File: src/shared/csb_pkg.sv
// constants for the processor sideband control block
package csb_pkg;
  // register byte offsets on the bus slave
  localparam logic [7:0]  CSB_OFS_CTRL   = 8'h00;
  localparam logic [7:0]  CSB_OFS_EVENT  = 8'h04;
  localparam logic [7:0]  CSB_OFS_STATUS = 8'h08;
  localparam logic [7:0]  CSB_OFS_VECTOR = 8'h0C;
  // control register fields
  localparam int unsigned CSB_CTRL_W       = 4;
  localparam int unsigned CSB_CTRL_NREP    = 0;
  localparam int unsigned CSB_CTRL_LIC_EN  = 1;
  localparam int unsigned CSB_CTRL_ATOMIC  = 2;
  localparam int unsigned CSB_CTRL_DBG_RDY = 3;
  localparam logic [3:0]  CSB_CTRL_RST     = 4'h2;
  // event register fields, write one to fire
  localparam int unsigned CSB_EV_W       = 3;
  localparam int unsigned CSB_EV_FAULT   = 0;
  localparam int unsigned CSB_EV_FP_ERR  = 1;
  localparam int unsigned CSB_EV_FP_INSN = 2;
  // status register width
  localparam int unsigned CSB_STAT_W = 12;
  // synchronised pin indices
  localparam int unsigned CSB_NSYNC    = 7;
  localparam int unsigned CSB_SI_BRST  = 0;
  localparam int unsigned CSB_SI_INIT  = 1;
  localparam int unsigned CSB_SI_IGN   = 2;
  localparam int unsigned CSB_SI_LIRQ0 = 3;
  localparam int unsigned CSB_SI_LIRQ1 = 4;
  localparam int unsigned CSB_SI_DREQ  = 5;
  localparam int unsigned CSB_SI_STPC  = 6;
  localparam logic [6:0]  CSB_SYNC_RST = 7'h7F;
  localparam int unsigned CSB_NIRQ     = 2;
  // bus constants
  localparam logic [2:0]  CSB_HSIZE_WORD = 3'h2;
  localparam logic [31:0] CSB_VEC_RST    = 32'h0000_0000;
endpackage

File: src/design/csb_sideband.sv
// processor sideband control pins with an AHB-Lite register slave
//
// Local design decisions: the AHB-Lite interface to the registers and the register offsets.
`timescale 1ns/1ps
`default_nettype none
module csb_sideband (
  // clock and reset
  input  wire logic                         i_clk_sys,
  input  wire logic                         i_nrst,
  // ahb-lite slave
  input  wire logic                         i_hsel,
  input  wire logic [31:0]                  i_haddr,
  input  wire logic [1:0]                   i_htrans,
  input  wire logic                         i_hwrite,
  input  wire logic [2:0]                   i_hsize,
  input  wire logic                         i_hready,
  input  wire logic [31:0]                  i_hwdata,
  output logic [31:0]                       o_hrdata,
  output logic                              o_hreadyout,
  output logic                              o_hresp,
  // sideband pins, active low
  input  wire logic                         i_bus_restart_in_n,
  input  wire logic                         i_soft_restart_in_n,
  input  wire logic                         i_ignore_numeric_error_in_n,
  input  wire logic [csb_pkg::CSB_NIRQ-1:0] i_local_irq_lines_n,
  input  wire logic                         i_debug_request_in_n,
  input  wire logic                         i_clock_stop_request_n,
  output logic                              o_internal_fault_out_n,
  output logic                              o_fp_error_break_event_out_n,
  output logic                              o_debug_ready_out_n,
  output logic                              o_atomic_seq_n,
  // system bus side
  input  wire logic                         i_bus_txn_start,
  input  wire logic                         i_bus_txn_end,
  input  wire logic                         i_snoop_req,
  output logic                              o_snoop_ack,
  output logic                              o_shutdown_txn,
  // core side
  input  wire logic [31:0]                  i_cfg_reset_vector,
  output logic                              o_int_regs_reset,
  output logic                              o_resume_fetch,
  output logic [31:0]                       o_fetch_addr,
  output logic                              o_bist_start,
  output logic                              o_fp_exception,
  output logic                              o_maskable_irq_req,
  output logic                              o_nmi_req,
  output logic [csb_pkg::CSB_NIRQ-1:0]      o_local_irq
);
  import csb_pkg::*;

  // pin synchronisers, reset to the deasserted (high) level
  wire logic [CSB_NSYNC-1:0] raw_n = {i_clock_stop_request_n, i_debug_request_in_n,
                                      i_local_irq_lines_n[1], i_local_irq_lines_n[0],
                                      i_ignore_numeric_error_in_n, i_soft_restart_in_n,
                                      i_bus_restart_in_n};
  logic [CSB_NSYNC-1:0] sync1_q;
  logic [CSB_NSYNC-1:0] sync2_q;

  for (genvar k = 0; k < CSB_NSYNC; k++) begin : g_sync
    always_ff @(posedge i_clk_sys) begin
      if (!i_nrst) begin
        sync1_q[k] <= CSB_SYNC_RST[k];
        sync2_q[k] <= CSB_SYNC_RST[k];
      end else begin
        sync1_q[k] <= raw_n[k];
        sync2_q[k] <= sync1_q[k];
      end
    end
  end

  // asserted levels; low on the pin means active
  wire logic brst_a  = ~sync2_q[CSB_SI_BRST];
  wire logic init_a  = ~sync2_q[CSB_SI_INIT];
  wire logic ign_a   = ~sync2_q[CSB_SI_IGN];
  wire logic lirq0_a = ~sync2_q[CSB_SI_LIRQ0];
  wire logic lirq1_a = ~sync2_q[CSB_SI_LIRQ1];
  wire logic dreq_a  = ~sync2_q[CSB_SI_DREQ];
  wire logic stpc_a  = ~sync2_q[CSB_SI_STPC];

  // ahb-lite address phase; only whole-word transfers are taken
  wire logic ahb_acc = i_hsel & i_htrans[1] & i_hready & (i_hsize == CSB_HSIZE_WORD);
  logic       ap_wr_q;
  logic [7:0] ap_addr_q;
  logic [31:0] hrdata_q;

  always_ff @(posedge i_clk_sys) begin
    if (!i_nrst) begin
      ap_wr_q   <= 1'b0;
      ap_addr_q <= 8'h00;
    end else begin
      ap_wr_q   <= ahb_acc & i_hwrite;
      ap_addr_q <= i_haddr[7:0];
    end
  end

  wire logic wr_ctrl  = ap_wr_q & (ap_addr_q == CSB_OFS_CTRL);
  wire logic wr_event = ap_wr_q & (ap_addr_q == CSB_OFS_EVENT);
  wire logic [CSB_EV_W-1:0] ev = wr_event ? i_hwdata[CSB_EV_W-1:0] : '0;

  // control state
  logic [CSB_CTRL_W-1:0] ctrl_q;
  logic fault_q, shutdown_q, fp_pend_q, fp_exc_q, break_q, fpbe_q;
  logic init_prev_q, int_rst_q, resume_q, rst_seen_q, bist_q, bist_ran_q;
  logic snoop_q, lock_q, mirq_q, nmi_q;
  logic [CSB_NIRQ-1:0] lirq_q;
  logic [31:0] vec_q, fetch_q;

  wire logic nrep_bit = ctrl_q[CSB_CTRL_NREP];
  wire logic lic_en   = ctrl_q[CSB_CTRL_LIC_EN];
  wire logic atomic_c = ctrl_q[CSB_CTRL_ATOMIC];

  // fault: set wins over any clear arriving in the same cycle
  wire logic fault_d = ev[CSB_EV_FAULT] | (fault_q & ~(brst_a | init_a));
  // with the report bit set the ignore pin is not looked at
  wire logic take_exc = ev[CSB_EV_FP_INSN] & fp_pend_q & (nrep_bit | ~ign_a);
  wire logic fp_pend_d = ev[CSB_EV_FP_ERR] | (fp_pend_q & ~take_exc);
  // break event holds until clock stop drops
  wire logic break_d = stpc_a & (dreq_a | break_q);
  // pins qualified by the system at target ready, so no extra qualifier here
  wire logic init_rise = init_a & ~init_prev_q;
  wire logic init_fall = ~init_a & init_prev_q;

  wire logic [CSB_STAT_W-1:0] status = {lock_q, dreq_a, lirq1_a, lirq0_a, stpc_a, break_q,
                                        init_a, bist_ran_q, ign_a, fp_pend_q, shutdown_q,
                                        fault_q};
  wire logic [31:0] rd_mux =
    (i_haddr[7:0] == CSB_OFS_CTRL)   ? {{(32-CSB_CTRL_W){1'b0}}, ctrl_q} :
    (i_haddr[7:0] == CSB_OFS_STATUS) ? {{(32-CSB_STAT_W){1'b0}}, status} :
    (i_haddr[7:0] == CSB_OFS_VECTOR) ? vec_q : 32'h0000_0000;

  always_ff @(posedge i_clk_sys) begin
    if (!i_nrst) begin
      hrdata_q <= 32'h0000_0000;
      ctrl_q   <= CSB_CTRL_RST;
    end else begin
      hrdata_q <= (ahb_acc & ~i_hwrite) ? rd_mux : 32'h0000_0000;
      if (wr_ctrl) begin
        ctrl_q <= i_hwdata[CSB_CTRL_W-1:0];
      end
    end
  end

  always_ff @(posedge i_clk_sys) begin
    if (!i_nrst) begin
      fault_q    <= 1'b0;
      shutdown_q <= 1'b0;
      fp_pend_q  <= 1'b0;
      fp_exc_q   <= 1'b0;
      break_q    <= 1'b0;
      fpbe_q     <= 1'b0;
    end else begin
      fault_q    <= fault_d;
      shutdown_q <= ev[CSB_EV_FAULT] & ~fault_q;
      fp_pend_q  <= fp_pend_d;
      fp_exc_q   <= take_exc;
      break_q    <= break_d;
      fpbe_q     <= stpc_a ? break_q : fp_pend_q;
    end
  end

  // soft restart, reset-vector strap and self-test request
  always_ff @(posedge i_clk_sys) begin
    if (!i_nrst) begin
      init_prev_q <= 1'b0;
      int_rst_q   <= 1'b0;
      resume_q    <= 1'b0;
      rst_seen_q  <= 1'b0;
      bist_q      <= 1'b0;
      bist_ran_q  <= 1'b0;
      vec_q       <= CSB_VEC_RST;
      fetch_q     <= CSB_VEC_RST;
    end else begin
      init_prev_q <= init_a;
      int_rst_q   <= init_rise;
      resume_q    <= init_fall;
      rst_seen_q  <= 1'b1;
      // raw pin read on the first cycle after release, before the synchroniser fills
      bist_q      <= ~rst_seen_q & ~i_soft_restart_in_n;
      bist_ran_q  <= bist_ran_q | (~rst_seen_q & ~i_soft_restart_in_n);
      if (!rst_seen_q) begin
        vec_q <= i_cfg_reset_vector;
      end
      if (init_fall) begin
        fetch_q <= vec_q;
      end
    end
  end

  // snoop, interrupts and atomic sequence
  always_ff @(posedge i_clk_sys) begin
    if (!i_nrst) begin
      snoop_q <= 1'b0;
      lock_q  <= 1'b0;
      mirq_q  <= 1'b0;
      nmi_q   <= 1'b0;
      lirq_q  <= '0;
    end else begin
      // not gated by soft restart on purpose
      snoop_q <= i_snoop_req;
      mirq_q  <= ~lic_en & lirq0_a;
      nmi_q   <= ~lic_en & lirq1_a;
      lirq_q  <= lic_en ? {lirq1_a, lirq0_a} : '0;
      if (atomic_c & i_bus_txn_start) begin
        lock_q <= 1'b1;
      end else if (~atomic_c & i_bus_txn_end) begin
        lock_q <= 1'b0;
      end
    end
  end

  // outputs
  assign o_hrdata                     = hrdata_q;
  assign o_hreadyout                  = 1'b1;
  assign o_hresp                      = 1'b0;
  assign o_internal_fault_out_n       = ~fault_q;
  assign o_shutdown_txn               = shutdown_q;
  assign o_fp_error_break_event_out_n = ~fpbe_q;
  assign o_fp_exception               = fp_exc_q;
  assign o_debug_ready_out_n          = ~ctrl_q[CSB_CTRL_DBG_RDY];
  // combinational so the first transaction is covered; priority agent waits on it
  assign o_atomic_seq_n = ~(lock_q | (atomic_c & i_bus_txn_start));
  assign o_snoop_ack                  = snoop_q;
  assign o_int_regs_reset             = int_rst_q;
  assign o_resume_fetch               = resume_q;
  assign o_fetch_addr                 = fetch_q;
  assign o_bist_start                 = bist_q;
  assign o_maskable_irq_req           = mirq_q;
  assign o_nmi_req                    = nmi_q;
  assign o_local_irq                  = lirq_q;

  property p_fault_set;
    @(posedge i_clk_sys) disable iff (!i_nrst)
      ev[CSB_EV_FAULT] |=> !o_internal_fault_out_n;
  endproperty
  a_fault_set: assert property (p_fault_set) else $error("fault output not raised");

  property p_shutdown;
    @(posedge i_clk_sys) disable iff (!i_nrst)
      $rose(fault_q) |-> o_shutdown_txn ##1 !o_shutdown_txn;
  endproperty
  a_shutdown: assert property (p_shutdown) else $error("shutdown pulse missing");

  property p_fault_hold;
    @(posedge i_clk_sys) disable iff (!i_nrst)
      (fault_q && !brst_a && !init_a) |=> !o_internal_fault_out_n;
  endproperty
  a_fault_hold: assert property (p_fault_hold) else $error("fault dropped early");

  property p_ignore;
    @(posedge i_clk_sys) disable iff (!i_nrst)
      (ev[CSB_EV_FP_INSN] && fp_pend_q && !nrep_bit && ign_a) |=> !o_fp_exception && fp_pend_q;
  endproperty
  a_ignore: assert property (p_ignore) else $error("error not ignored");

  property p_exc;
    @(posedge i_clk_sys) disable iff (!i_nrst)
      (ev[CSB_EV_FP_INSN] && fp_pend_q && !ign_a) |=> o_fp_exception;
  endproperty
  a_exc: assert property (p_exc) else $error("fp exception missing");

  property p_nrep;
    @(posedge i_clk_sys) disable iff (!i_nrst)
      (ev[CSB_EV_FP_INSN] && fp_pend_q && nrep_bit) |=> o_fp_exception;
  endproperty
  a_nrep: assert property (p_nrep) else $error("ignore pin acted with report bit set");

  property p_init;
    @(posedge i_clk_sys) disable iff (!i_nrst)
      $fell(sync2_q[CSB_SI_INIT]) |=> o_int_regs_reset ##1 !o_int_regs_reset;
  endproperty
  a_init: assert property (p_init) else $error("integer reset pulse wrong");

  property p_resume;
    @(posedge i_clk_sys) disable iff (!i_nrst)
      o_resume_fetch |-> (o_fetch_addr == vec_q);
  endproperty
  a_resume: assert property (p_resume) else $error("resume address wrong");

  property p_snoop;
    @(posedge i_clk_sys) disable iff (!i_nrst)
      (i_snoop_req && init_a) |=> o_snoop_ack;
  endproperty
  a_snoop: assert property (p_snoop) else $error("snoop dropped in soft restart");

  property p_bist;
    @(posedge i_clk_sys) disable iff (!i_nrst)
      (!rst_seen_q && !i_soft_restart_in_n) |=> o_bist_start ##1 !o_bist_start;
  endproperty
  a_bist: assert property (p_bist) else $error("self-test not started");

  property p_legacy;
    @(posedge i_clk_sys) disable iff (!i_nrst)
      (!lic_en && lirq0_a && !lirq1_a) |=> o_maskable_irq_req && !o_nmi_req && (o_local_irq == '0);
  endproperty
  a_legacy: assert property (p_legacy) else $error("legacy interrupt map wrong");

  property p_lic_rst;
    @(posedge i_clk_sys) disable iff (!i_nrst)
      !rst_seen_q |-> lic_en;
  endproperty
  a_lic_rst: assert property (p_lic_rst) else $error("controller not enabled at reset");

  property p_lock;
    @(posedge i_clk_sys) disable iff (!i_nrst)
      (lock_q && !(i_bus_txn_end && !atomic_c)) |=> !o_atomic_seq_n;
  endproperty
  a_lock: assert property (p_lock) else $error("atomic output dropped inside sequence");

  property p_break;
    @(posedge i_clk_sys) disable iff (!i_nrst)
      (dreq_a && stpc_a) ##1 stpc_a |=> !o_fp_error_break_event_out_n;
  endproperty
  a_break: assert property (p_break) else $error("break event not shown");
endmodule
`default_nettype wire

File: config.mk
export PLATFORM = sky130hd
export DESIGN_NAME = csb_sideband
export DESIGN_NICKNAME = d
export VERILOG_FILES = /design/src/shared/csb_pkg.sv /design/src/design/csb_sideband.sv
export SDC_FILE = /design/constraint.sdc
export NUM_CORES = 1
export LEC_CHECK = 0
export BUFFER_PORTS_ARGS = -buffer_cell sky130_fd_sc_hd__buf_2
export CORE_MARGIN = 1
export CORE_UTILIZATION = 48
export DETAILED_ROUTE_END_ITERATION = 10
export PLACE_DENSITY = 0.86
export REMOVE_ABC_BUFFERS = 1
export SETUP_SLACK_MARGIN = 0.05
export SLEW_MARGIN = 20
export SYNTH_ARGS = -nofsm -noshare
export SYNTH_HDL_FRONTEND = slang
export SYNTH_SLANG_ARGS = --single-unit
export TNS_END_PERCENT = 10
File: constraint.sdc
create_clock -name i_clk_sys -period 1.8 [get_ports i_clk_sys]
set_input_delay 0.36 -clock i_clk_sys [delete_from_list [all_inputs] [get_ports i_clk_sys]]
set_output_delay 0.36 -clock i_clk_sys [all_outputs]
set_load 0.01 [all_outputs]
* Word level (Yosys, flattened, before mapping)
Index checks and enable logic that the tools add are counted.
** Storage, ports and cells
- Bits in registers :: 141
- Bits of input ports :: 116
- Output and inout port bits :: 80
- Word-level logic and storage cells :: 107
** Operators by class
- Equality and inequality tests :: 4
- Mux-type cells :: 8
- Bitwise gates (word level) :: 49
- Reduce and logical (&&, ||, !) cells :: 7
** Operators by type and width (count)
- 2-to-1 mux 12 bit :: 2
- NOT 1 bit :: 22
- bitwise AND 1 bit :: 20
- == test 8 x 4 -> 1 bit, second input constant :: 2
- logical NOT 8 bit :: 2
- == test 8 x 3 -> 1 bit, second input constant :: 1
- bitwise OR 1 bit :: 7
- OR reduction 5 bit :: 1
- 2-to-1 mux 1 bit :: 4
- 2-to-1 mux 4 bit :: 1
- AND reduction 2 bit :: 2
- == test 3 x 2 -> 1 bit, second input constant :: 1
- 2-to-1 mux 3 bit :: 1
- OR reduction 3 bit :: 1
- nonzero test 2 bit :: 1

* Logic depth before layout (Yosys ltp)
Gate-level depths: netlist (run 1).
- Depth in word-level cells :: 8
- Mapped depth :: 6
- Gate-level depth less buffers :: 4

* Worst setup path after synthesis (run 1)
Ideal clock, no wire load.
- Path type :: input to register
- Start :: input port i_nrst
- End :: register hrdata_q[19] (netlist: o_hrdata[19])
- Library setup time :: 0.060 ns
- Arrival :: 1.545 ns
- Required time :: 1.740 ns
- Slack :: 0.195 ns
- Stages on the path :: 6
- Buffers on the path :: 2
- Cells stage by stage :: buf_4 -> and4bb_1 -> nand4_2 -> nor4_4 -> buf_6 -> and3_1
** On the way
- Word-level cells in the longest chain between the ends :: 2
** Ends and longest elaborated chain
- start: declaration :: line csb_sideband.sv:9 : input wire logic i_nrst,
- NOT 1 bit (no line)
- OR reduction 5 bit (no line)
- end signal: assignment :: line csb_sideband.sv:136 : hrdata_q <= (ahb_acc & ~i_hwrite) ? rd_mux : 32'h0000_0000;
- end: declaration :: line csb_sideband.sv:84 : logic [31:0] hrdata_q;
Every way passes these cells.
A chain may end at the register's enable or synchronous reset.

* Worst setup path in the final report (run 1)
- Start :: register ctrl_q[2]
- End :: output port o_atomic_seq_n
** On the way
- Word-level cells in the longest chain between the ends :: 3
** Ends and longest elaborated chain
- start: declaration :: line csb_sideband.sv:101 : logic [CSB_CTRL_W-1:0] ctrl_q;
- start signal: assignment :: line csb_sideband.sv:138 : ctrl_q <= i_hwdata[CSB_CTRL_W-1:0];
- bitwise AND 1 bit :: line csb_sideband.sv:221 : assign o_atomic_seq_n = ~(lock_q | (atomic_c & i_bus_txn_start));
- bitwise OR 1 bit :: line csb_sideband.sv:221
- NOT 1 bit :: line csb_sideband.sv:221
- end: declaration :: line csb_sideband.sv:31 : output logic o_atomic_seq_n,
Every way passes these cells.

==> key figures, run 1 <==
Die
  – Die ar.: 0.0105 mm^2
  – Standard-cell row count: 36
  – Die X: 102 um
  – IO Count: 196
  – Core footprint: 0.00977 mm^2
  – Die H: 102 um
  – Starting density of the core: 49.5%

Worst hold path
  – HP Class: in -> reg
  – WHS Path Cells: 2

Route
  – Drt via density: 4.91
  – Metal2 WL: 5.26 mm
  – WL met1: 4.81 mm
  – Via Count: 3740
  – DRT iter0 DRCs: 104
  – Total Wirelength: 10.8 mm
  – DR DRC count: 0
  – Antenna-violating nets left: 0
  – DR pass1 iterations: 5
  – Highest Signal Layer: met4
  – Met3 Wirelength: 500 um
  – DR WL/cell: 14.2 um

Place
  – HPWL after DPL: 7.22 mm
  – Gpl congestion: 0.836
  – PortBufs: 140
  – Post-DP Area: 0.00566 mm^2

Clock network
  – Clock transition at path regs: 0.06 ns
  – Num CTS Buffers: 17
  – Root Driver: clkbuf_8
  – Post-CTS sizing: 0
  – Htree depth: 4
  – Postcts setup bufs: 0
  – CTS hold repair buffers: 0
  – Clock Latency Late Sink: 0.50 ns
  – Longest Clk Path Bufs: 2
  – TritonCTS clock tree: built
  – Clock sink count: 141

Cells and area
  – Filler cell count: 815
  – P&R area growth vs syn: 28.2%
  – Design area: 0.00620 mm^2
  – Layout cells sized above 1: 29.8%
  – Final core utilization: 63.4%
  – # nets final: 733
  – Register area: 0.00282 mm^2
  – Antenna diodes: 0
  – Multi-input gate area: 0.00184 mm^2

Outcome
  – Status: completed

Synthesis
  – Yosys reg bits: 141
  – Count leader, synth: dfxtp_1
  – Syn Std Cell Area: 0.00484 mm^2
  – YS warnings: 0
  – Seq/Total Area, Yosys: 58.4%
  – Cell accounting for the most synthesized area: dfxtp_1
  – Library cells used by synthesis: 32
  – Post-synth EDFFs: 0
  – Top_reg_cell synth: dfxtp_1
  – Post-Synthesis Mean Instance Area: 10.1 um^2
  – Share of the synthesized area in the top cell type: 58.4%
  – Post-synth top cells: dfxtp_1, nand2_1, nor2b_1, mux2i_1, a21boi_0
  – Synth area leaders: dfxtp_1, mux2i_1, nand2_1, nor2b_1, a21boi_0
  – Async S/R FF share, synth: 0%
  – Cells after Synth: 478

Worst setup path
  – CP required: 1.44 ns
  – Arrival time of the worst setup path: 1.16 ns
  – Startpoint Class: flip-flop
  – Endpoint type of the worst setup path: primary output
  – Worst-path maximum fanout: 4
  – R2R depth: 4
  – CP Class: reg -> out

STA
  – Final setup vio count: 0
  – Layout Skew: 0.00820 ns
  – Hold Violations, Final: 0
  – Tmin final: 1.52 ns
  – Fin Setup TNS: 0 ns
  – Final Cycle Share: 84.7%
  – Highest clock rate: 656 MHz
  – Slew Viols, Final: 0
  – RSZ-0062 raised after global routing: no

Global route
  – Total GRT Usage: 21.3%
  – Initial antenna violation count: 1
  – Pin count of the biggest net entering global routing: 110
  – Total grt overflow: 0
  – First-pass GRT wire length: 16.8 mm
  – Vias in the first global route: 3496

Power
  – Lkg Pwr: 2.90 nW
  – PD cells: 1080 mW/mm^2
  – Peak supply drop: 0.546 mV
  – Pwr Total: 6.72 mW

Flow run
  – Maximum capacitance violations: 0
## per-layer routing
layer / up-vias / track usage [%]
li1: 1843 / -
met1: 1754 / 26.4
met2: 123 / 35.4
met3: 20 / 5.27
met4: 0 / 9.12
met5: - / 0
## flip-flops by register name, summed over array words and instances (netlist names), 2 cells and up
register      cells
sync1_q           7
sync2_q           7
ctrl_q            4
o_hrdata         32
o_local_irq       2
vec_q            32
ap_addr_q         8
o_fetch_addr     32
## stage by stage
stage / hold WS (ns) / std cells / setup slack [ns]
floorplan: 0.386 / 445 / 0.0710
global placement: 0.389 / 731 / 0.0689
detailed placement: 0.395 / 731 / -0.0590
CTS: 0.0139 / 761 / 0.265
global route: 0.0167 / 761 / 0.183
finish: 0.0379 / 761 / 0.275
## cell usage in the layout, fill, tap and decap left out, drive strengths merged, types with 2 or more instances in the layout
cell type and count:
buf 153, dfxtp 141, nand2 81, nor2b 40
mux2i 37, a21boi 32, and3 22, clkbuf 20
and2 16, nand2b 15, nor2 13, o21ai 12
inv 7, clkinv 7, a21oi 5, nand3 4
nor3b 3, nor4 3, o211a 2, and4 2
conb 2, nand4 2
## path summary, 6_finish.rpt
path	start	end	slack (ns)
setup / recovery	ctrl_q[2]	o_atomic_seq_n	0.28
hold / removal	i_local_irq_lines_n[0]	sync1_q[3]	0.04
setup reg to reg	ap_addr_q[1]	ctrl_q[1]	0.31
hold reg to reg	sync1_q[0]	sync2_q[0]	0.41
## logic make-up after synthesis
logic type	share of synthesized area (%)
AOI/OAI and AO/OA	8.07
buffers and inverters	3.65
DFF	58.4
muxes	7.66
other	0.155
and+or+nand+nor	22.1
## worst max-delay path, stage by stage, from the launching register on
cell and delay, ns:
dfxtp_1 0.34, a21oi_1 0.17, buf_2 0.16
## area by class of cell
class                           count  share of cell area [%]
Multi-Input combinational cell    298                    29.6
Inverter                            6                   0.363
Clock buffer                       20                    7.18
Clock inverter                     10                    1.49
Tap cell                          133                    2.68
Timing Repair Buffer              153                    13.1
Sequential cell                   141                    45.5
## power breakdown
part	internal, mW	switching, mW	total (mW)
clock network	1.89	1.24	3.13
registers	3.20	0.0465	3.25
logic	0.164	0.172	0.336
total	5.26	1.46	6.72
(Power assumes the default switching activity.)
==> inputs of run 2 (changes only) <==
CORE_UTILIZATION = 43   (was 48)
PLACE_DENSITY = 0.81   (was 0.86)
clock period = 1.4 ns   (was 1.8 ns; I/O delays follow)
==> run 2 against run 1 <==
Against the previous run: the run now ends with setup timing left; via count up 4.1%; clock skew rose by 0.0020 ns; clock-buffer cell count is the same; wire length is 9.1% higher; clock power rose by 42%; register-to-register slack worse by 0.25 ns; sequential power up 29%; utilization decreased by 1.6 points; first-iteration DRC count up 100%; cell area rose by 8.5%; critical path type unchanged; largest power group is now clock.
==> key figures, run 2 (same netlist as run 1, synthesis figures left out) <==
Route
  – Antenna-violating nets left: 0
  – DR WL/cell: 14.5 um
  – DRT iter0 DRCs: 211
  – Drt via density: 4.79
  – DR DRC count: 0
  – Total Wirelength: 11.8 mm
  – Via Count: 3893
  – DR pass1 iterations: 4

Die
  – Die ar.: 0.0117 mm^2
  – Core footprint: 0.0109 mm^2
  – Die X: 108 um
  – IO Count: 196
  – Starting density of the core: 44.4%
  – Die H: 108 um
  – Standard-cell row count: 38

Cells and area
  – Filler cell count: 907
  – Layout cells sized above 1: 30.5%
  – Most frequent cells in the layout: buf_2, dfxtp_1, nand2_1
  – Antenna diodes: 0
  – Non-filler cells, final: 812
  – P&R area growth vs syn: 39.1%
  – Final core utilization: 61.8%
  – # nets final: 775
  – Commonest non-fill, non-tap cell in the layout: buf_2

STA
  – Layout Skew: 0.0102 ns
  – Relative slew slack: 64.7%
  – Hold Violations, Final: 0
  – Final worst slack: -0.00705 ns
  – Tmin final: 1.41 ns
  – Final setup vio count: 1
  – Fin Setup TNS: -0.00705 ns
  – RSZ-0062 raised after global routing: yes
  – Hold_ws: 0.0254 ns
  – Final Cycle Share: 101%
  – Actual slew at the worst max-slew pin: 0.530 ns
  – Slew Viols, Final: 0
  – Highest clock rate: 711 MHz

Worst setup path
  – Worst R2R Start: ap_addr_q[5]
  – Worst-path maximum fanout: 2
  – R2R depth: 4
  – CP Class: reg -> out
  – R2r setup slk: 0.06 ns
  – R2R Path End: ctrl_q[1]
  – Startpoint Class: flip-flop
  – CP required: 1.12 ns
  – Arrival time of the worst setup path: 1.13 ns
  – Endpoint type of the worst setup path: primary output

Clock network
  – Clock sink count: 141
  – Clock transition at path regs: 0.06 ns
  – Num CTS Buffers: 17
  – Clock Latency Late Sink: 0.53 ns
  – Htree depth: 4
  – Longest Clk Path Bufs: 2
  – Root Driver: clkbuf_8
  – TritonCTS clock tree: built

Global route
  – Total GRT Usage: 20.8%
  – Pin count of the biggest net entering global routing: 63
  – Initial antenna violation count: 0
  – Vias in the first global route: 3831
  – First-pass GRT wire length: 18.2 mm
  – Total grt overflow: 0

Worst hold path
  – Hold EP: vec_q[30]
  – Hold Crit Start: i_cfg_reset_vector[30]
  – WHS Path Cells: 3
  – HP Class: in -> reg

Place
  – Gpl congestion: 0.790
  – Dpl cells: 744
  – HPWL after DPL: 7.58 mm
  – PortBufs: 140

Outcome
  – Status: finished with violations
  – Failing checks: setup timing

Flow run
  – Maximum capacitance violations: 0

Power
  – Lkg Pwr: 3.12 nW
  – PD cells: 1360 mW/mm^2
  – Peak supply drop: 0.850 mV
==> run 2: changes by cell type in the layout (fill, tap and decap cells not counted), moves of 3 or more <==
| cell | delta |
|---|---|
| dfxtp_2 | +4 |
| buf_4 | +3 |
| dfxtp_1 | -4 |
| dlygate4sd3_1 | +35 |
| buf_6 | +4 |
| clkinv_4 | -3 |
==> run 2: per-stage QoR <==
stage               power (mW)  setup slack [ns]  instance area (um^2)
floorplan                 4.46            -0.329                  4680
global placement          4.69            -0.295                  5730
detailed placement        4.71            -0.337                  5730
CTS                       9.25           -0.0119                  6700
global route              9.48           -0.0504                  6730
finish                    9.17          -0.00705                  6730
==> run 2: power breakdown <==
part	internal, mW	switching [mW]
Clock	2.83	1.63
Combinational	0.288	0.236
Sequential	4.12	0.0656
==> run 2: per-layer routing <==
metal / vias up / global-route usage [%] / part of all wire (%)
li1: 1918 / - / -
met1: 1841 / 24.5 / 43
met2: 118 / 35.3 / 50
met3: 16 / 5.18 / 5.1
met4: 0 / 9.88 / 1.8
met5: - / 0 / 0
==> run 2: worst max-delay path by stage <==
stage                           from             end  slack [ns]  depth (start not counted)
final                      ctrl_q[2]  o_atomic_seq_n      -0.007                          2
after global routing       ctrl_q[2]  o_atomic_seq_n       -0.05                          2
after CTS                  ctrl_q[2]  o_atomic_seq_n       -0.01                          2
after detailed placement  i_haddr[1]    o_hrdata[29]       -0.34                          6
after global placement    i_haddr[1]    o_hrdata[14]       -0.30                          6
after floorplan           rst_seen_q        vec_q[0]       -0.33                          2
==> run 2: area by class of cell <==
| type | count | area, um^2 | area share (%) |
|---|---|---|---|
| Clock inverter | 12 | 143 | 2.12 |
| Tap cell | 140 | 175 | 2.60 |
| Timing Repair Buffer | 195 | 1240 | 18.5 |
| Clock buffer | 20 | 455 | 6.77 |
| Multi-Input combinational cell | 298 | 1860 | 27.6 |
| Sequential cell | 141 | 2830 | 42.1 |
| Inverter | 6 | 22.5 | 0.335 |
==> run 2: critical path, stage by stage, from the launching register on <==
cell and delay (ns):
dfxtp_2 0.32, a21oi_2 0.13, buf_2 0.16
==> run 2: what timing repair did <==
action,CTS,global route
resized for setup,7,7
pin swaps,0,2
endpoints found under the setup margin,5,8
hold buffers,35,0
buffers inserted,1,0
hold endpoints to repair,36,0
==> inputs of run 3 (changes only) <==
CORE_UTILIZATION = 40   (was 43)
PLACE_DENSITY = 0.77   (was 0.81)
==> run 3 against run 2 <==
Against the previous run: the flow finishes with violations (DRC); sequential share of layout area up 2.8 points; register-to-register slack barely moved; cell count fell by 4.3%; power is 3.2% lower; sequential cell count unchanged; clock-buffer cell count increased by 4; largest cell class unchanged.
==> key figures, run 3 (same netlist as run 1, synthesis figures left out) <==
Place
  – Dpl cells: 745
  – PortBufs: 140
  – HPWL after DPL: 7.49 mm
  – Pre-CTS setup slack: -0.345 ns
  – Gpl congestion: 0.793
  – Post-DP Area: 0.00570 mm^2

Route
  – DRT iter0 DRCs: 283
  – DR WL/cell: 14.2 um
  – DR pass1 iterations: 8
  – Antenna-violating nets left: 0
  – Via Count: 3677
  – DR DRC count: 11
  – Drt via density: 4.73
  – Total Wirelength: 11.0 mm

Worst hold path
  – WHS Path Cells: 2
  – HP Class: in -> reg
  – Hold Crit Start: i_debug_request_in_n
  – Hold EP: sync1_q[5]

Clock network
  – Clock transition at path regs: 0.06 ns
  – Clock sink count: 141
  – Root Driver: clkbuf_16
  – Htree depth: 4
  – Longest Clk Path Bufs: 2
  – CTS hold repair buffers: 0
  – Clock Latency Late Sink: 0.42 ns
  – Num CTS Buffers: 17
  – TritonCTS clock tree: built

STA
  – Hold Violations, Final: 0
  – Slew Viols, Final: 0
  – Final worst slack: 0.0665 ns
  – Highest clock rate: 750 MHz
  – Tmin final: 1.33 ns
  – Final Cycle Share: 95.2%
  – RSZ-0062 raised after global routing: yes
  – Actual slew at the worst max-slew pin: 0.556 ns
  – Fin Setup TNS: 0 ns
  – Final setup vio count: 0
  – Relative slew slack: 63.0%
  – Layout Skew: 0.00881 ns

Flow run
  – Maximum capacitance violations: 0

Cells and area
  – Register area: 0.00283 mm^2
  – Antenna diodes: 0
  – Final core utilization: 54.2%
  – Layout cells sized above 1: 30.8%
  – Most frequent cells in the layout: buf_2, dfxtp_1, nand2_1
  – Multi-input gate area: 0.00186 mm^2
  – # nets final: 737
  – Commonest non-fill, non-tap cell in the layout: buf_2
  – Non-filler cells, final: 777
  – P&R area growth vs syn: 30.2%
  – Design area: 0.00630 mm^2
  – Filler cell count: 1055

Global route
  – Initial antenna violation count: 0
  – Total grt overflow: 0
  – Total GRT Usage: 18.3%
  – First-pass GRT wire length: 17.4 mm
  – Vias in the first global route: 3552
  – Pin count of the biggest net entering global routing: 63

Power
  – Lkg Pwr: 2.94 nW
  – Peak supply drop: 0.794 mV
  – PD cells: 1410 mW/mm^2

Die
  – Die H: 112 um
  – Starting density of the core: 41.7%
  – Core footprint: 0.0116 mm^2
  – Standard-cell row count: 39
  – Die ar.: 0.0125 mm^2
  – IO Count: 196
  – Die X: 112 um

Worst setup path
  – CP required: 1.68 ns
  – Startpoint Class: flip-flop
  – Endpoint type of the worst setup path: flip-flop
  – CP Class: reg -> reg
  – Arrival time of the worst setup path: 1.61 ns
  – Worst R2R Start: ap_addr_q[1]
  – R2r setup slk: 0.07 ns
  – R2R Path End: ctrl_q[1]
  – Worst-path maximum fanout: 2
  – R2R depth: 4

Outcome
  – Status: finished with violations
  – Failing checks: DRC
run 3: layout make-up:
class,instances,share of cell area [%]
clock buffer,24,7.49
sequential,141,44.9
inverter,6,0.358
timing repair buffer,157,13.4
clock inverter,8,1.43
tap,143,2.84
multi-input combinational,298,29.6
run 3: where the power goes:
| group | internal [mW] | switching, mW | leakage (nW) |
|---|---|---|---|
| Clock | 2.69 | 1.55 | 0.282 |
| Sequential | 4.12 | 0.0654 | 1.15 |
| Combinational | 0.219 | 0.222 | 1.51 |
| Total | 7.04 | 1.84 | 2.94 |
run 3: critical path, cell delays in order (launching register included):
cell     delay, ns
dfxtp_2       0.33
nor4_4        0.29
and4b_2       0.30
mux2i_1       0.21
nand2_1       0.07
run 3: per-layer routing:
metal  GRT usage (%)  up-vias  routed length (um)
met5               0        -                   0
met4            8.27        0                 212
met3            5.82       21                 577
met2            30.6      111                5450
met1            21.3     1693                4800
li1                -     1852                   -
run 3: worst max-delay path by stage:
stage,from,to,slack (ns),cells past startpoint
after global placement,i_haddr[1],o_hrdata[24],-0.23,6
after global routing,ap_addr_q[1],ctrl_q[1],-0.02,4
after CTS,ap_addr_q[1],ctrl_q[1],0.03,4
after floorplan,rst_seen_q,vec_q[0],-0.33,2
final,ap_addr_q[1],ctrl_q[1],0.07,4
after detailed placement,i_haddr[1],o_hrdata[20],-0.35,6
run 3: metrics by stage:
step,power [mW],hold WS (ns)
after detailed placement,4.70,0.392
after CTS,8.96,0.0247
final,8.88,0.0390
after global routing,9.21,0.0328
after floorplan,4.46,0.308
after global placement,4.68,0.389
run 3: timing repair:
action                     in CTS  in global routing
pin swaps                       0                  1
resized for setup               2                  8
setup endpoints to repair       7                 52
setup buffers                   0                  0
